--- config.mk ---
export PLATFORM = sky130hd
export DESIGN_NAME = lighting_bank_als_config_regs
export DESIGN_NICKNAME = d
export VERILOG_FILES = /design/src/light_cfg_pkg.sv /design/src/lighting_bank_als_config_regs.sv
export VERILOG_INCLUDE_DIRS = /design/src
export SDC_FILE = /design/constraint.sdc
export NUM_CORES = 1
export LEC_CHECK = 0
export ABC_AREA = 1
export ABC_CLOCK_PERIOD_IN_PS = 5840
export BUFFER_PORTS_ARGS = -buffer_cell sky130_fd_sc_hd__buf_2
export CORE_MARGIN = 10
export CORE_UTILIZATION = 54
export CTS_CLUSTER_SIZE = 10
export DETAILED_ROUTE_END_ITERATION = 10
export PLACE_DENSITY = 0.91
export SLEW_MARGIN = 20
export SYNTH_ARGS = -nofsm -noshare
export SYNTH_HDL_FRONTEND = slang
export SYNTH_SLANG_ARGS = --single-unit
--- constraint.sdc ---
create_clock -name clk -period 5.84 [get_ports clk]
set_input_delay 0.292 -clock clk [delete_from_list [all_inputs] [get_ports clk]]
set_output_delay 0.292 -clock clk [all_outputs]
set_load 0.05 [all_outputs]
--- src/light_cfg_defs.svh ---
// Offsets, field positions, reset values and timing counts of the
// lighting configuration register group.
// Assumes a byte-wide register port with 8-bit addresses.
// Functional notes
// - Six bank enable bits 0..5 for banks A..F, reset disabled.
// - Pattern enables at even bits, light scaling enables at odd bits.
// - Pattern-enabled bank on second/third mapper ignores zone target.
// - Scaler code n selects scaling factor (n+1)/16.
// - First scaler register: zone 4 high, zone 3 low, full scale.
// - Second scaler register: zone 2 high, zone 1 low, full scale.
// - Zone 0 scaler in low nibble of third register, resets 0000.
// - Boost register: polarity bit 3, threshold 2:1, frequency bit 0.
// - Resistor code zero makes sensor input high impedance, reset.
// - Nonzero resistor code D gives 10uA per step of current.
// - Averaging period is 17.92 ms times two to the code.
// - Bit 2 zero enables fast startup, one disables it.
// - Bit 1 zero selects analog input, one selects PWM input.
// - Bit 0 enables the light interface; bits 7:6 unused.
// - Bank control 0X register, 10 second mapper, 11 third mapper.
`ifndef LIGHT_CFG_DEFS_SVH
`define LIGHT_CFG_DEFS_SVH

`define ADDR_BANK_ENABLE 8'h27
`define ADDR_PATTERN_ENABLE_SCALING 8'h28
`define ADDR_ZONE_SCALER_HIGH 8'h29
`define ADDR_ZONE_SCALER_MID 8'h2A
`define ADDR_ZONE_SCALER_LOW 8'h2B
`define ADDR_BOOST_PROTECT_FREQ_POLARITY 8'h2C
`define ADDR_LIGHT_SENSE_RESISTOR_SELECT 8'h30
`define ADDR_LIGHT_SENSE_CONFIG 8'h31

`define RST_BANK_ENABLE 8'h00
`define RST_PATTERN_ENABLE_SCALING 8'h00
`define RST_ZONE_SCALER_HIGH 8'hFF
`define RST_ZONE_SCALER_MID 8'hFF
`define RST_ZONE_SCALER_LOW 8'h00
`define RST_BOOST 8'h00
`define RST_RESISTOR 8'h00
`define RST_LIGHT_CONFIG 8'h20

`define MASK_BANK_ENABLE 8'h3F
`define MASK_SCALER_LOW 8'h0F
`define MASK_BOOST 8'h0F
`define MASK_RESISTOR 8'h7F
`define MASK_LIGHT_CONFIG 8'h3F

`define POS_PWM_POLARITY 3
`define POS_THRESH_LSB 1
`define POS_FREQ 0
`define POS_AVG_LSB 3
`define POS_FAST_OFF 2
`define POS_INPUT_PWM 1
`define POS_SENSE_EN 0

// Averaging base period in microseconds and its cycle count at 100 MHz
`define AVG_BASE_US 17920
`define CLK_MHZ 100
`define AVG_BASE_CYCLES (`AVG_BASE_US * `CLK_MHZ)
// Sensor current per resistor code step in nanoamps
`define SENSE_STEP_NA 10000

`endif

--- src/light_cfg_pkg.sv ---
// Types shared by the lighting configuration register group.
// Assumes nothing beyond a SystemVerilog compiler.
`default_nettype none
package light_cfg_pkg;
  typedef enum logic [1:0] {
    THRESH_16V = 2'h0,
    THRESH_24V = 2'h1,
    THRESH_32V = 2'h2,
    THRESH_40V = 2'h3
  } overvoltage_threshold_t;
  typedef enum logic [1:0] {
    CTRL_REG0 = 2'h0,
    CTRL_REG1 = 2'h1,
    CTRL_MAPPER2 = 2'h2,
    CTRL_MAPPER3 = 2'h3
  } bank_ctrl_t;
endpackage
`default_nettype wire

--- src/lighting_bank_als_config_regs.sv ---
// Configuration register group of the lighting controller: bank and
// pattern enables, zone scalers, boost settings and light sensing setup.
// Assumes the serial control slave delivers one-cycle write strobes and
// samples read data combinationally decoded from stored registers.
`timescale 1ns/10ps
`default_nettype none
`include "light_cfg_defs.svh"

module lighting_bank_als_config_regs (
  // Clock and reset
  input wire logic clk,
  input wire logic rst_b,
  // Register port from the serial control slave
  input wire logic [7:0] reg_addr,
  input wire logic reg_wr,
  input wire logic [7:0] reg_wdata,
  output logic [7:0] reg_rdata,
  output logic reg_hit,
  // Current control of low-voltage banks C..F, from their config regs
  input wire logic [7:0] lv_bank_ctrl,
  input wire logic [3:0] lv_bank_pattern_sel,
  // Detected zone (0..4) and raw PWM sensor pin
  input wire logic [2:0] light_zone,
  input wire logic pwm_pin,
  // Decoded controls
  output logic [5:0] bank_en,
  output logic [3:0] pattern_en,
  output logic [3:0] pattern_scale_en,
  output logic [3:0] mapper_target_ignore,
  output logic [4:0] pattern_scale_num [4],
  output logic [1:0] overvoltage_threshold,
  output logic boost_freq_1mhz,
  output logic pwm_active,
  output logic [6:0] light_sense_gain_resistor,
  output logic sense_input_hiz,
  output logic [13:0] sense_full_scale_ua,
  output logic [31:0] avg_period_cycles,
  output logic fast_startup_en,
  output logic sense_input_pwm,
  output logic ambient_light_sensing_en
);

  // ------------------------------------------------------------
  // Helpers
  // ------------------------------------------------------------
  // Scaler code n gives factor (n+1)/16: numerator 1..16
  function automatic logic [4:0] scale_num(input logic [3:0] code);
    scale_num = {1'b0, code} + 5'h01;
  endfunction

  function automatic logic [3:0] zone_code(input logic [2:0] zone,
                                           input logic [7:0] hi,
                                           input logic [7:0] mid,
                                           input logic [7:0] lo);
    unique case (zone)
      3'h0: zone_code = lo[3:0];
      3'h1: zone_code = mid[3:0];
      3'h2: zone_code = mid[7:4];
      3'h3: zone_code = hi[3:0];
      default: zone_code = hi[7:4];
    endcase
  endfunction

  // ------------------------------------------------------------
  // Storage
  // ------------------------------------------------------------
  logic [7:0] bank_enable_reg;
  logic [7:0] pattern_enable_scaling_reg;
  logic [7:0] zone_scaler_high_reg;
  logic [7:0] zone_scaler_mid_reg;
  logic [7:0] zone_scaler_low_reg;
  logic [7:0] boost_reg;
  logic [7:0] resistor_reg;
  logic [7:0] light_config_reg;
  logic [2:0] pwm_sync_reg;
  logic pwm_level_reg;

  function automatic logic wr_to(input logic [7:0] a);
    wr_to = reg_wr && (reg_addr == a);
  endfunction

  always_ff @(posedge clk or negedge rst_b) begin
    if (!rst_b) begin
      bank_enable_reg <= `RST_BANK_ENABLE;
    end else if (wr_to(`ADDR_BANK_ENABLE)) begin
      bank_enable_reg <= reg_wdata & `MASK_BANK_ENABLE;
    end
  end

  always_ff @(posedge clk or negedge rst_b) begin
    if (!rst_b) begin
      pattern_enable_scaling_reg <= `RST_PATTERN_ENABLE_SCALING;
    end else if (wr_to(`ADDR_PATTERN_ENABLE_SCALING)) begin
      pattern_enable_scaling_reg <= reg_wdata;
    end
  end

  // zone scalers with their reset codes
  always_ff @(posedge clk or negedge rst_b) begin
    if (!rst_b) begin
      zone_scaler_high_reg <= `RST_ZONE_SCALER_HIGH;
      zone_scaler_mid_reg <= `RST_ZONE_SCALER_MID;
      zone_scaler_low_reg <= `RST_ZONE_SCALER_LOW;
    end else begin
      if (wr_to(`ADDR_ZONE_SCALER_HIGH)) begin
        zone_scaler_high_reg <= reg_wdata;
      end
      if (wr_to(`ADDR_ZONE_SCALER_MID)) begin
        zone_scaler_mid_reg <= reg_wdata;
      end
      if (wr_to(`ADDR_ZONE_SCALER_LOW)) begin
        zone_scaler_low_reg <= reg_wdata & `MASK_SCALER_LOW;
      end
    end
  end

  always_ff @(posedge clk or negedge rst_b) begin
    if (!rst_b) begin
      boost_reg <= `RST_BOOST;
    end else if (wr_to(`ADDR_BOOST_PROTECT_FREQ_POLARITY)) begin
      boost_reg <= reg_wdata & `MASK_BOOST;
    end
  end

  always_ff @(posedge clk or negedge rst_b) begin
    if (!rst_b) begin
      resistor_reg <= `RST_RESISTOR;
    end else if (wr_to(`ADDR_LIGHT_SENSE_RESISTOR_SELECT)) begin
      resistor_reg <= reg_wdata & `MASK_RESISTOR;
    end
  end

  always_ff @(posedge clk or negedge rst_b) begin
    if (!rst_b) begin
      light_config_reg <= `RST_LIGHT_CONFIG;
    end else if (wr_to(`ADDR_LIGHT_SENSE_CONFIG)) begin
      light_config_reg <= reg_wdata & `MASK_LIGHT_CONFIG;
    end
  end

  // ------------------------------------------------------------
  // Read decode
  // ------------------------------------------------------------
  // Unmapped addresses read zero and drop reg_hit so the slave can nack
  always_comb begin
    reg_hit = 1'b1;
    unique case (reg_addr)
      `ADDR_BANK_ENABLE: reg_rdata = bank_enable_reg;
      `ADDR_PATTERN_ENABLE_SCALING: reg_rdata = pattern_enable_scaling_reg;
      `ADDR_ZONE_SCALER_HIGH: reg_rdata = zone_scaler_high_reg;
      `ADDR_ZONE_SCALER_MID: reg_rdata = zone_scaler_mid_reg;
      `ADDR_ZONE_SCALER_LOW: reg_rdata = zone_scaler_low_reg;
      `ADDR_BOOST_PROTECT_FREQ_POLARITY: reg_rdata = boost_reg;
      `ADDR_LIGHT_SENSE_RESISTOR_SELECT: reg_rdata = resistor_reg;
      `ADDR_LIGHT_SENSE_CONFIG: reg_rdata = light_config_reg;
      default: begin
        reg_rdata = 8'h00;
        reg_hit = 1'b0;
      end
    endcase
  end

  // ------------------------------------------------------------
  // Decoded controls
  // ------------------------------------------------------------
  assign bank_en = bank_enable_reg[5:0];

  genvar g;
  generate
    for (g = 0; g < 4; g++) begin : g_pat
      assign pattern_en[g] = pattern_enable_scaling_reg[2 * g];
      assign pattern_scale_en[g] = pattern_enable_scaling_reg[2 * g + 1];
      // mapper targets dropped under pattern control
      assign mapper_target_ignore[g] = lv_bank_ctrl[2 * g + 1] &&
        lv_bank_pattern_sel[g];
      // scaling by current zone, else full scale
      assign pattern_scale_num[g] = pattern_scale_en[g] ?
        scale_num(zone_code(light_zone, zone_scaler_high_reg,
          zone_scaler_mid_reg, zone_scaler_low_reg)) : 5'h10;
    end
  endgenerate

  assign overvoltage_threshold = boost_reg[`POS_THRESH_LSB +: 2];
  assign boost_freq_1mhz = boost_reg[`POS_FREQ];

  // Three-stage sync; level changes once stages two and three agree
  always_ff @(posedge clk or negedge rst_b) begin
    if (!rst_b) begin
      pwm_sync_reg <= 3'h0;
    end else begin
      pwm_sync_reg <= {pwm_sync_reg[1:0], pwm_pin};
    end
  end

  always_ff @(posedge clk or negedge rst_b) begin
    if (!rst_b) begin
      pwm_level_reg <= 1'b0;
    end else if (pwm_sync_reg[1] == pwm_sync_reg[2]) begin
      pwm_level_reg <= pwm_sync_reg[2];
    end
  end

  assign pwm_active = pwm_level_reg ^ boost_reg[`POS_PWM_POLARITY];

  // gain resistor code and full-scale current
  assign light_sense_gain_resistor = resistor_reg[6:0];
  assign sense_input_hiz = (resistor_reg[6:0] == 7'h00);
  assign sense_full_scale_ua = 14'(resistor_reg[6:0]) * 14'h00A;

  // averaging period doubles per code step
  assign avg_period_cycles = 32'(`AVG_BASE_CYCLES) <<
    light_config_reg[`POS_AVG_LSB +: 3];
  assign fast_startup_en = !light_config_reg[`POS_FAST_OFF];
  assign sense_input_pwm = light_config_reg[`POS_INPUT_PWM];
  assign ambient_light_sensing_en = light_config_reg[`POS_SENSE_EN];

  // ------------------------------------------------------------
  // Assertions
  // ------------------------------------------------------------
  a_bank_write: assert property (
    @(posedge clk) disable iff (!rst_b)
    wr_to(`ADDR_BANK_ENABLE) |=> bank_en == $past(reg_wdata[5:0]))
    else $error("bank enable not written");
  a_bank_unused: assert property (
    @(posedge clk) disable iff (!rst_b)
    bank_enable_reg[7:6] == 2'h0)
    else $error("unused bank bits set");
  a_pattern_bits: assert property (
    @(posedge clk) disable iff (!rst_b)
    wr_to(`ADDR_PATTERN_ENABLE_SCALING) |=> pattern_en[1] ==
    $past(reg_wdata[2]) && pattern_scale_en[3] == $past(reg_wdata[7]))
    else $error("pattern bits misplaced");
  a_mapper_ignore: assert property (
    @(posedge clk) disable iff (!rst_b)
    mapper_target_ignore[0] == (lv_bank_pattern_sel[0] && lv_bank_ctrl[1:0]
    inside {light_cfg_pkg::CTRL_MAPPER2, light_cfg_pkg::CTRL_MAPPER3}))
    else $error("mapper ignore wrong");
  a_mapper_register: assert property (
    @(posedge clk) disable iff (!rst_b)
    lv_bank_ctrl[3:2] inside {light_cfg_pkg::CTRL_REG0,
    light_cfg_pkg::CTRL_REG1} |-> !mapper_target_ignore[1])
    else $error("register control dropped");
  a_scale_zone0: assert property (
    @(posedge clk) disable iff (!rst_b)
    pattern_scale_en[0] && light_zone == 3'h0 |->
    pattern_scale_num[0] == {1'b0, zone_scaler_low_reg[3:0]} + 5'h01)
    else $error("zone 0 scale wrong");
  a_scaler_high: assert property (
    @(posedge clk) disable iff (!rst_b)
    pattern_scale_en[2] && light_zone == 3'h4 |->
    pattern_scale_num[2] == {1'b0, zone_scaler_high_reg[7:4]} + 5'h01)
    else $error("zone 4 scale wrong");
  a_scaler_mid: assert property (
    @(posedge clk) disable iff (!rst_b)
    wr_to(`ADDR_ZONE_SCALER_MID) |=> zone_scaler_mid_reg == $past(reg_wdata))
    else $error("mid scaler not written");
  a_zone1_scale: assert property (
    @(posedge clk) disable iff (!rst_b)
    pattern_scale_en[1] && light_zone == 3'h1 |->
    pattern_scale_num[1] == {1'b0, zone_scaler_mid_reg[3:0]} + 5'h01)
    else $error("zone 1 scale wrong");
  a_scaler_low: assert property (
    @(posedge clk) disable iff (!rst_b)
    zone_scaler_low_reg[7:4] == 4'h0)
    else $error("zone 0 upper bits set");
  a_boost_fields: assert property (
    @(posedge clk) disable iff (!rst_b)
    wr_to(`ADDR_BOOST_PROTECT_FREQ_POLARITY) |=> overvoltage_threshold ==
    $past(reg_wdata[2:1]) && boost_freq_1mhz == $past(reg_wdata[0]))
    else $error("boost fields wrong");
  a_boost_unused: assert property (
    @(posedge clk) disable iff (!rst_b)
    boost_reg[7:4] == 4'h0)
    else $error("unused boost bits set");
  a_hiz_code: assert property (
    @(posedge clk) disable iff (!rst_b)
    sense_input_hiz == (light_sense_gain_resistor == 7'h00))
    else $error("high impedance decode wrong");
  a_resistor_unused: assert property (
    @(posedge clk) disable iff (!rst_b)
    resistor_reg[7] == 1'b0)
    else $error("unused resistor bit set");
  a_current_step: assert property (
    @(posedge clk) disable iff (!rst_b)
    light_sense_gain_resistor == 7'h7F |-> sense_full_scale_ua == 14'h4F6)
    else $error("full scale current wrong");
  a_avg_period: assert property (
    @(posedge clk) disable iff (!rst_b)
    light_config_reg[5:3] == 3'h0 |-> avg_period_cycles == 32'h001B5800)
    else $error("averaging base wrong");
  a_fast_start: assert property (
    @(posedge clk) disable iff (!rst_b)
    wr_to(`ADDR_LIGHT_SENSE_CONFIG) |=> fast_startup_en == !$past(reg_wdata[2]))
    else $error("fast startup sense wrong");
  a_input_mode: assert property (
    @(posedge clk) disable iff (!rst_b)
    wr_to(`ADDR_LIGHT_SENSE_CONFIG) |=> sense_input_pwm == $past(reg_wdata[1])
    && ambient_light_sensing_en == $past(reg_wdata[0]))
    else $error("input mode wrong");
  a_cfg_unused: assert property (
    @(posedge clk) disable iff (!rst_b)
    light_config_reg[7:6] == 2'h0)
    else $error("unused config bits set");
  a_scale_off: assert property (
    @(posedge clk) disable iff (!rst_b)
    !pattern_scale_en[1] |-> pattern_scale_num[1] == 5'h10)
    else $error("unscaled pattern not full scale");
  a_pwm_polarity: assert property (
    @(posedge clk) disable iff (!rst_b)
    $stable(pwm_level_reg) && !boost_reg[3] |-> pwm_active == pwm_level_reg)
    else $error("pwm polarity wrong");
  a_pwm_filter: assert property (
    @(posedge clk) disable iff (!rst_b)
    pwm_sync_reg[1] == pwm_sync_reg[2] |=>
    pwm_level_reg == $past(pwm_sync_reg[2]))
    else $error("pwm filter level wrong");

endmodule
`default_nettype wire

Yosys cells after proc, flatten, opt, wreduce, memory -nomap -nowiden
Cells that the tools add are included.

Reductions and logical operators: 16. Equality and inequality tests: 12. Shift operators: 1. Mux-type cells: 7. Add/subtract/negate cells: 1. $mul: 1. Bitwise logic cells: 1.

Operators by type and width (number): $eq 8x6->1 const B (8); $pmux 8 s8 (1); $shl 21x3->32 const A (1); $mux 5 (4); $pmux 4 s4 (1); $logic_and 1x1->1 (12); $mul 7x3->10 const B (1); $reduce_or 8->1 (1); $logic_not 7->1 (1); $eq 3x2->1 const B (2); $add 4x1->5 const B (1); $eq 3x1->1 const B (1); $logic_not 3->1 (1); $eq 1x1->1 (1); $logic_not 1->1 (1); $mux 1 (1); $xor 1x1->1 (1).

Output and inout bits: 108. Input bits: 35. Register bits: 55. Word-level logic and storage cells: 49.

Longest topological paths before layout
Gate-level depths: netlist of the first run.

Depth after elaboration: 4. Mapped depth: 10. Gate-level depth less buffers: 10.

Worst setup path before layout of the first run
No wires, ideal clock.

Kind: reg-to-output. From: register resistor_reg[3]. To: output port sense_full_scale_ua[8]. Stages on the path, launching flop included: 7. Buffers on the path: 0. Data required time: 5.548 ns. Arrival time: 2.716 ns. Path slack: 2.832 ns. Cell sequence: dfrtp_1 -> ha_1 -> ha_1 -> fa_1 -> a21o_1 -> a21oi_1 -> xor2_1.

Longest elaborated chain between the ends: 1.

Ends and longest elaborated chain: start: declaration (line lighting_bank_als_config_regs.sv:73) `logic [7:0] resistor_reg;`; start signal: assignment (line lighting_bank_als_config_regs.sv:127) `` resistor_reg <= `RST_RESISTOR; ``; start signal: assignment (line lighting_bank_als_config_regs.sv:129) `` resistor_reg <= reg_wdata & `MASK_RESISTOR; ``; $mul 7x3->10 (line lighting_bank_als_config_regs.sv:208) `assign sense_full_scale_ua = 14'(resistor_reg[6:0]) * 14'h00A;`; end: declaration (line lighting_bank_als_config_regs.sv:36) `output logic [13:0] sense_full_scale_ua,`.

Every way passes these cells.

Final worst setup path of the first run
From: register resistor_reg[1]. To: output port sense_full_scale_ua[8].

The elaborated chain is that of the path after synthesis.

==> metrics.txt, run 1 <==
WL final 10790 um; antenna viol nets, final 0; fmax 350.7 MHz; dominant synthesized flop cell dfrtp_1; Max Cap Viol 0; clock sink count 55; Overflow after GRT 0; clock skew 0.0001475 ns; Final Max Slew Viols 0; CP endpoint sense_full_scale_ua[8]; synthesized cell area 3709 um2; die height 102.9 um; worst setup path category flop to output port; die width 102.9 um; CTS tree done; CP max FO 5; number of remaining DRC errors 0; Worst Path Buf+Inv 1; first-pass GRT wire length 16580 um; WP depth 7; H-tree Lvls 2; worst r2r src light_config_reg[5]; Syn Area/Cell 7.857 um2; final net count 635; via count of the first global-routing pass 3434; area grow syn2layout 15.79%; most common cell in the netlist nand2_1; Ports 143; initial antenna violation count 0; Max Buffers Root-to-Sink 2; Cell Rows 30; via count 3598; area leader, netlist dfrtp_1; Critical Path RT 5.55 ns; yosys warns 0; Arr. time, crit path 2.56 ns; Post-synth EDFFs 0; Total GRT Usage 19.68%; TritonCTS Buffers 5; router iterations before antenna repair 7; Post-Place Cells 656; CP delay by family, top adder cells; Netlist cell types 41; # fillers 556; Worst-path clk slew 0.09 ns; final worst slack 2.989 ns; outcome complete, no violations; Overall Power 922.4 uW; area share of the largest cell type after synthesis 25.64%; CTS Hold Bufs 0; Setup Buffers After CTS 0; final period utilization 48.82%; drt via density 5.419; layout cells sized above 1 32.02%; GP Congestion 0.9344; Routed WL per cell 16.25 um; RSZ-0062 raised after global routing false; clock root buffer clkbuf_8; maximum VDD drop 0.1191 mV; Diodes inserted 0; CTS resizes 0; biggest cell delay along the critical path 0.43 ns; CP max-delay cell dfrtp_1; Syn Inst Count 472; min cycle time layout 2.851 ns; sequential-to-total area share from yosys stat 37.69%; most frequent cells after synthesis nand2_1, inv_1, o21ai_1; worst path cell trace ha_1 -> ha_1 -> fa_1 -> a21o_1 -> a21oi_1 -> xor2_1 -> buf_2; Clock Latency Late Sink 0.30 ns; CP endpoint kind output port; Post-Place Setup Slack 3.343 ns; Slew headroom 54.59%; Iter 0 DRT Violations 232; launch point of the worst path resistor_reg[1]; core area 6719 um2; port bufs 119; Reg2Reg Depth 2; CP Launch Type flop; Initial Utilization 55.20%; async set or reset register ratio after synthesis 100.0%; total negative slack 0 ns; final-report setup violation count 0; crit-path most repeated cell ha_1; Die ar. 10580 um2; largest net degree at the start of global routing 56; register bit count reported by yosys 55; Detail Placement HPWL 8702 um; LEAKAGE 2.366 nW; Fin. Hold Viols 0; Worst R2R End light_config_reg[5]; HP Class primary input to asynchronous set/reset pin; worst slew pin tran 0.6812 ns; Finished Layout Cells 664; Pwr per Cell Area 214.8 nW/um2; main area contributors after synthesis dfrtp_1, dfstp_2, nand2_1; r2r setup slk 4.92 ns
==> worst min-delay path by stage <==
stage | slack, ns | cells past startpoint | startpoint | end
after floorplan | -0.004 | 0 | rst_b | bank_enable_reg[0]
after global placement | 0.34 | 0 | pwm_sync_reg[0] | pwm_sync_reg[1]
after detailed placement | 0.34 | 0 | pwm_sync_reg[0] | pwm_sync_reg[1]
after CTS | 0.08 | 1 | pwm_pin | pwm_sync_reg[0]
after global routing | 0.09 | 1 | pwm_pin | pwm_sync_reg[0]
final | 0.09 | 2 | rst_b | pattern_enable_scaling_reg[2]
==> cell usage in the layout (no fill, tap or decap), types with 2 or more instances in the layout <==
cell	n
conb_1	19
nand2_4	3
inv_2	9
o21bai_1	2
o211ai_1	3
buf_2	119
o2bb2ai_1	6
o21ai_1	50
nand4_1	12
nor2_1	45
o21ai_0	10
nand2_2	11
a21oi_1	8
xor2_1	5
nand2_1	93
o22ai_1	5
nor2_4	3
clkbuf_8	6
ha_1	16
dfrtp_1	38
nor2_8	2
nand3_1	15
dfstp_2	17
inv_1	60
o21ai_2	8
nor2_2	3
==> cell families after synthesis <==
group / after synthesis / share of synthesized area [%]
XOR/XNOR: 6 / 1.619
buffers and inverters: 104 / 14.54
flip-flops: 55 / 37.69
other: 1 / 0.1011
AO/OA/AOI/OAI: 95 / 14.98
AND/OR/NAND/NOR: 193 / 24.86
adder cells (fa/ha/maj): 18 / 6.208
==> report_power, final <==
part	switching, mW	internal, mW	total [mW]	leakage [nW]
Combinational	0.226	0.0570	0.283	1.66
Sequential	0.0196	0.405	0.425	0.664
Clock	0.119	0.0953	0.214	0.0459
==> per-layer routing <==
metal | global-route usage (%) | routed length (um) | share of wire, %
met5 | 0 | 0 | 0
met4 | 9.840 | 400 | 3.7
met3 | 3.485 | 1041 | 9.6
met2 | 34.40 | 5343 | 50
met1 | 22.63 | 4005 | 37
==> final cells by class <==
type                            count  area, um2  area share (%)
Multi-Input combinational cell    331       1839           42.83
Sequential cell                    55       1398           32.55
Timing Repair Buffer              120      603.1           14.04
Inverter                           70      264.0           6.148
Tap cell                           80      100.1           2.331
Clock buffer                        7      86.33           2.010
Clock inverter                      1      3.754         0.08741
==> through the flow <==
stage                     hold slack (ns)  area (um2)  utilization [%]
after detailed placement           0.3396        4204            62.57
after global placement             0.3386        4204            62.57
after floorplan                 -0.003591        3776                -
final                             0.08710        4294            63.91
after global routing              0.08794        4294            63.91
after CTS                         0.08204        4294            63.91
(Power assumes the default switching activity.)
==> run 2, diff against run 1 <==
Settings changed: ABC_AREA 1 to 0, ABC_CLOCK_PERIOD_IN_PS 5840 to 2900, CORE_UTILIZATION 54 to 49, PLACE_DENSITY 0.91 to 0.85.
Clock period 5.84 ns to 2.9 ns, I/O delays scaled along.
==> run 2 against run 1 <==
Effect of this change: global-route usage decreased by 1.6 points; register-to-register slack got worse by 3.2 ns; clock-buffer cell count decreased by 1; sequential share of layout area decreased by 0.13 points; synthesized cell count decreased by 29%; worst hold slack improved by 0.0027 ns; critical path type unchanged; critical endpoint is now sense_full_scale_ua[10].
==> metrics.txt, run 2 <==
most frequent cells after synthesis mux2_2, dfrtp_1, buf_4, nand2_1, mux2i_1 (was nand2_1, inv_1, o21ai_1); final worst slack 0.1879 ns (was 2.989 ns); yosys warns 0 (unchanged); clock sink count 55 (unchanged); Arr. time, crit path 2.57 ns (was 2.56 ns); Syn Area/Cell 10.69 um2 (was 7.857 um2); sw power 770.9 uW (was 364.8 uW); drt via density 5.352 (was 5.419); TritonCTS Buffers 5 (unchanged); Detail Placement HPWL 8050 um (was 8702 um); clock skew 0.0002469 ns (was 0.0001475 ns); total negative slack 0 ns (unchanged); Reg2Reg Depth 2 (unchanged); combinational power share 31.3% (was 30.7%); register bit count reported by yosys 55 (unchanged); layout cells sized above 1 45.13% (was 32.02%); HP Class primary input to flop (was primary input to asynchronous set/reset pin); min cycle time layout 2.712 ns; die height 105.4 um (was 102.9 um); most common cell in the netlist mux2_2 (was nand2_1); Worst-path clk slew 0.10 ns (was 0.09 ns); Final Max Slew Viols 0 (unchanged); Worst R2R End light_config_reg[5] (unchanged); CP delay by family, top adder cells (unchanged); WHS 0.08981 ns (was 0.08710 ns); worst slew pin tran 0.6408 ns (was 0.6812 ns); Clock Latency Late Sink 0.31 ns (was 0.30 ns); via count 2949 (was 3598); leading cell type in the layout, fill and taps excluded buf_2 (unchanged); async set or reset register ratio after synthesis 100.0% (unchanged); first-pass GRT wire length 16670 um (was 16580 um); GP Congestion 0.9327 (was 0.9344); Total GRT Usage 18.04% (was 19.68%); dominant synthesized flop cell dfrtp_1 (unchanged); WL final 10120 um (was 10790 um); Netlist cell types 52 (was 41); Diodes inserted 0 (unchanged); Syn Inst Count 334 (was 472); CP max-delay cell dfrtp_1 (unchanged); RSZ-0062 raised after global routing false (unchanged); synthesized cell area 3570 um2 (was 3709 um2); sequential-to-total area share from yosys stat 39.15% (was 37.69%); # fillers 615 (was 556); biggest cell delay along the critical path 0.45 ns (was 0.43 ns); Overflow after GRT 0 (unchanged); Overall Power 2.017 mW (was 922.4 uW); clock root buffer clkbuf_8 (unchanged); Max Buffers Root-to-Sink 2 (unchanged); final-report setup violation count 0 (unchanged); via count of the first global-routing pass 3172 (was 3434); area leader, netlist dfrtp_1 (unchanged); Hold Path Sink pattern_enable_scaling_reg[7]; number of remaining DRC errors 0 (unchanged); area share of the largest cell type after synthesis 26.64% (was 25.64%); most frequent cells in the layout buf_2, mux2_2, dfrtp_1, nand2_1, conb_1 (was buf_2, nand2_1, inv_1, o21ai_1, nor2_1); maximum VDD drop 0.3190 mV (was 0.1191 mV); Iter 0 DRT Violations 173 (was 232); Post-synth EDFFs 0 (unchanged); Ports 143 (unchanged); worst setup path category flop to output port (unchanged); CP max FO 6 (was 5); CP endpoint kind output port (unchanged); port bufs 119 (unchanged); area grow syn2layout 20.79% (was 15.79%); worst r2r src light_config_reg[5] (unchanged); Cell Rows 31 (was 30); CTS tree done (unchanged); fmax 368.7 MHz; Post-Place Setup Slack 0.5348 ns (was 3.343 ns); Routed WL per cell 18.36 um (was 16.25 um); Worst Hold Path Cells 2; Pwr per Cell Area 467.9 nW/um2 (was 214.8 nW/um2); Net Sw Frac 38.22% (was 39.55%); die width 105.4 um (was 102.9 um); final net count 503 (was 635); outcome complete, no violations (unchanged); Initial Utilization 49.75% (was 55.20%); Die ar. 11100 um2 (was 10580 um2); Slew headroom 57.28% (was 54.59%); main area contributors after synthesis dfrtp_1, mux2_2, dfstp_2 (was dfrtp_1, dfstp_2, nand2_1); HP Start reg_wdata[7]; Fin. Hold Viols 0 (unchanged); antenna viol nets, final 0 (unchanged); worst path cell trace ha_1 -> ha_1 -> fa_1 -> a21oi_1 -> nor2_1 -> nor2_1 -> nor2b_1 -> o21a_1 -> buf_2 (was ha_1 -> ha_1 -> fa_1 -> a21o_1 -> a21oi_1 -> xor2_1 -> buf_2); CTS resizes 0 (unchanged); Clk pwr share 26.0% (was 23.2%); r2r setup slk 1.68 ns (was 4.92 ns); Seq pwr share 42.7% (was 46.1%); core area 7176 um2 (was 6719 um2); LEAKAGE 2.330 nW (was 2.366 nW); H-tree Lvls 2 (unchanged); router iterations before antenna repair 4 (was 7); Worst Path Buf+Inv 1 (unchanged); initial antenna violation count 0 (unchanged); Setup Buffers After CTS 0 (unchanged); Int Pwr 1.246 mW (was 557.6 uW); largest net degree at the start of global routing 52 (was 56); Max Cap Viol 0 (unchanged); Critical Path RT 2.76 ns (was 5.55 ns); final period utilization 93.52%; CP Launch Type flop (unchanged)
## run 2: changes by cell type after synthesis, moves of 14 or more
cell	delta
nor2_1	-31
mux2i_1	+18
inv_1	-52
and2_1	+14
nand2_1	-69
mux2_2	+46
o21ai_1	-50
## run 2: repair_timing
action / in CTS / in global routing
hold buffers: 1 / 1
setup endpoints to repair: 0 / 0
endpoints found under the hold margin: 1 / 38
## run 2: cell type report
class                           count  area, um2  share of cell area (%)
Sequential cell                    55       1398                   32.41
Tap cell                           99      123.9                   2.873
Inverter                            9      33.78                  0.7835
Clock inverter                      2      35.03                  0.8125
Clock buffer                        6      82.58                   1.915
Timing Repair Buffer              126      655.6                   15.21
Multi-Input combinational cell    254       1983                   46.00
## run 2: worst max-delay path by stage
stage / from / end / slack (ns) / cells past startpoint
6_report: resistor_reg[1] / sense_full_scale_ua[10] / 0.19 / 9
5_1_grt: resistor_reg[1] / sense_full_scale_ua[10] / 0.05 / 9
4_1_cts: resistor_reg[1] / sense_full_scale_ua[10] / 0.18 / 9
3_5_place_dp: resistor_reg[1] / sense_full_scale_ua[10] / 0.53 / 9
3_3_place_gp: resistor_reg[1] / sense_full_scale_ua[10] / 0.65 / 9
2_1_floorplan: resistor_reg[3] / sense_input_hiz / 0.14 / 2
## run 2: power groups by stage
| stage | Combinational, mW | Clock [mW] | Sequential, mW |
|---|---|---|---|
| 6_report | 0.632 | 0.524 | 0.861 |
| 5_1_grt | 0.671 | 0.560 | 0.868 |
| 4_1_cts | 0.634 | 0.535 | 0.861 |
| 3_5_place_dp | 0.631 | 0 | 0.875 |
| 3_3_place_gp | 0.621 | 0 | 0.871 |
| 2_1_floorplan | 0.448 | 0 | 0.915 |
## run 2: cell families (layout without fill, tap and decap cells)
| logic type | after synthesis | after routing | share of synthesized area, % |
|---|---|---|---|
| fa+ha+maj | 18 | 18 | 6.449 |
| compound gates | 42 | 42 | 7.746 |
| xor+xnor | 6 | 6 | 1.472 |
| simple gates | 102 | 102 | 16.76 |
| buf+inv | 43 | 143 | 7.185 |
| flops | 55 | 55 | 39.15 |
| other cells | 1 | 19 | 0.1051 |
| mux | 67 | 67 | 21.14 |
## run 2: stage by stage
| step | util [%] | cells | area (um2) |
|---|---|---|---|
| 6_report | 60.09 | 551 | 4312 |
| 5_1_grt | 60.09 | 551 | 4312 |
| 4_1_cts | 59.91 | 550 | 4299 |
| 3_5_place_dp | 58.13 | 541 | 4172 |
| 3_3_place_gp | 58.13 | 541 | 4172 |
| 2_1_floorplan | - | 352 | 3637 |
## run 2: per-layer routing
layer  part of all wire [%]  track usage, %  up-vias
li1                       -               -     1380
met3                    9.8           7.552       18
met5                      0               0        -
met1                     41           21.24     1419
met4                    1.9           5.588        0
met2                     47           29.29      132
## run 2: worst register-to-register path: stages (launching register included)
cell and delay [ns]:
dfstp_2 0.65, clkinv_1 0.27, o21ai_0 0.23
==> run 3, diff against run 2 <==
Settings changed: ABC_CLOCK_PERIOD_IN_PS 2900 to 2600.
Clock period 2.9 ns to 2.6 ns, I/O delays scaled along.
==> run 3 against run 2 <==
Effect of this change: clock power up 14%; routed wire length up 1.8%; via count increased by 1.3%; design area grew 2.6%; global-route usage shrank 0.20 points; die area is the same; largest power group unchanged; utilization increased by 1.6 points; register-to-register slack lost 0.29 ns; worst setup slack got worse by 0.16 ns; non-clock buffer count increased by 8; worst hold slack got worse by 0.012 ns; clock-buffer cell count unchanged.
==> metrics.txt, run 3 (synthesis results as in run 2) <==
via count 2986 (was 2949); antenna viol nets, final 0 (unchanged); worst r2r src light_config_reg[5] (unchanged); HP Class primary input to flop (unchanged); CP Launch Type flop (unchanged); Hold Path Sink pattern_enable_scaling_reg[7] (unchanged); maximum VDD drop 0.3435 mV (was 0.3190 mV); via count of the first global-routing pass 3171 (was 3172); WP depth 9 (unchanged); Slew headroom 53.41% (was 57.28%); Routed WL per cell 18.43 um (was 18.36 um); WHS 0.07773 ns (was 0.08981 ns); Pwr per Cell Area 515.6 nW/um2 (was 467.9 nW/um2); layout cells sized above 1 48.04% (was 45.13%); Cell Rows 31 (unchanged); Max Cap Viol 0 (unchanged); first-pass GRT wire length 16300 um (was 16670 um); # fillers 579 (was 615); Max Buffers Root-to-Sink 2 (unchanged); largest net degree at the start of global routing 56 (was 52); most frequent cells in the layout buf_2, mux2_2, dfrtp_1, nand2_1, conb_1 (unchanged); CP max FO 2 (was 6); HP Start reg_wdata[7] (unchanged); final-report setup violation count 0 (unchanged); TritonCTS Buffers 5 (unchanged); LEAKAGE 2.380 nW (was 2.330 nW); clock skew 0.0002364 ns (was 0.0002469 ns); Worst-path clk slew 0.10 ns (about the same); die width 105.4 um (unchanged); Reg2Reg Depth 2 (unchanged); CTS tree done (unchanged); GP Congestion 0.8858 (was 0.9327); worst slew pin tran 0.6989 ns (was 0.6408 ns); crit-path most repeated cell nor2_1; Fin. Hold Viols 0 (unchanged); router iterations before antenna repair 5 (was 4); port bufs 119 (unchanged); r2r setup slk 1.39 ns (was 1.68 ns); number of remaining DRC errors 0 (unchanged); worst path cell trace ha_1 -> ha_2 -> fa_2 -> a21oi_2 -> nor2_1 -> nor2_1 -> nor2b_1 -> o21a_1 -> buf_4 (was ha_1 -> ha_1 -> fa_1 -> a21oi_1 -> nor2_1 -> nor2_1 -> nor2b_1 -> o21a_1 -> buf_2); outcome complete, no violations (unchanged); final net count 511 (was 503); CP endpoint kind output port (unchanged); Final Core Density 61.66% (was 60.09%); WL final 10300 um (was 10120 um); Worst Path Buf+Inv 1 (unchanged); Detail Placement HPWL 7907 um (was 8050 um); H-tree Lvls 2 (unchanged); initial antenna violation count 0 (unchanged); clock sink count 55 (unchanged); CP max-delay cell dfrtp_1 (unchanged); die height 105.4 um (unchanged); worst setup path category flop to output port (unchanged); Die ar. 11100 um2 (unchanged); core area 7176 um2 (unchanged); total negative slack 0 ns (unchanged); area grow syn2layout 23.94% (was 20.79%); Worst Hold Path Cells 2 (unchanged); drt via density 5.342 (was 5.352); leading cell type in the layout, fill and taps excluded buf_2 (unchanged); biggest cell delay along the critical path 0.42 ns (was 0.45 ns); Diodes inserted 0 (unchanged); Total GRT Usage 17.84% (was 18.04%); Overflow after GRT 0 (unchanged); Initial Utilization 49.75% (unchanged); Iter 0 DRT Violations 122 (was 173); Final Max Slew Viols 0 (unchanged); clock root buffer clkbuf_8 (unchanged); Arr. time, crit path 2.44 ns (was 2.57 ns); CP delay by family, top adder cells (unchanged); final period utilization 98.76%; min cycle time layout 2.568 ns; Critical Path RT 2.47 ns (was 2.76 ns); Clock Latency Late Sink 0.31 ns (about the same); fmax 389.5 MHz; Ports 143 (unchanged); Worst R2R End light_config_reg[5] (unchanged)
[run 3: cell types whose count changed in the layout (fill, tap and decap cells not counted), moves of 2 or more]
cell,change
a21oi_1,-3
a21oi_2,+3
buf_4,+9
xnor2_1,-2
xnor2_2,+2
[run 3: worst max path at each step]
stage                                 from                 endpoint  slack (ns)
floorplan                  resistor_reg[6]   sense_full_scale_ua[8]        0.07
global placement           resistor_reg[1]  sense_full_scale_ua[10]        0.35
detailed placement         resistor_reg[1]  sense_full_scale_ua[10]        0.26
CTS                 zone_scaler_low_reg[0]     pattern_scale_num[2]       0.008
global route               resistor_reg[1]  sense_full_scale_ua[10]       -0.06
finish                     resistor_reg[1]  sense_full_scale_ua[10]        0.03
[run 3: routing by layer]
metal	global-route usage [%]	up-vias	part of all wire, %
met5	0	-	0
met2	28.84	145	47
met1	22.21	1422	42
li1	-	1406	-
met3	5.542	13	9.5
met4	5.686	0	1.7
[run 3: metrics by stage]
stage          std cells  setup slack [ns]  area, um2  total power [mW]
2_1_floorplan        352           0.06910       3651             1.522
3_3_place_gp         544            0.3537       4208             1.670
3_5_place_dp         544            0.2599       4208             1.684
4_1_cts              558          0.007922       4387             2.285
5_1_grt              559          -0.05529       4424             2.369
6_report             559           0.03231       4424             2.281
[run 3: where the power goes]
| group | leakage, nW | switching [mW] | internal (mW) | total, mW |
|---|---|---|---|---|
| Clock | 0.0612 | 0.287 | 0.312 | 0.599 |
| Combinational | 1.64 | 0.545 | 0.179 | 0.723 |
| Sequential | 0.678 | 0.0487 | 0.910 | 0.959 |
[run 3: area by class of cell]
cell class | count | area (um2) | area share, %
multi-input cells | 254 | 2033 | 45.96
flip-flops and latches | 55 | 1398 | 31.59
repair buffers | 134 | 718.2 | 16.23
well taps | 99 | 123.9 | 2.800
clock buffers | 6 | 82.58 | 1.867
clock inverters | 2 | 35.03 | 0.7919
inverters | 9 | 33.78 | 0.7636
[run 3: what timing repair did]
| item | CTS | global route |
|---|---|---|
| resized for setup | 4 | 6 |
| hold endpoints to repair | 39 | 0 |
| hold buffers | 2 | 0 |
| gates cloned | 0 | 0 |
| pin swaps | 1 | 2 |
| endpoints found under the setup margin | 3 | 12 |
| buffers inserted | 4 | 1 |
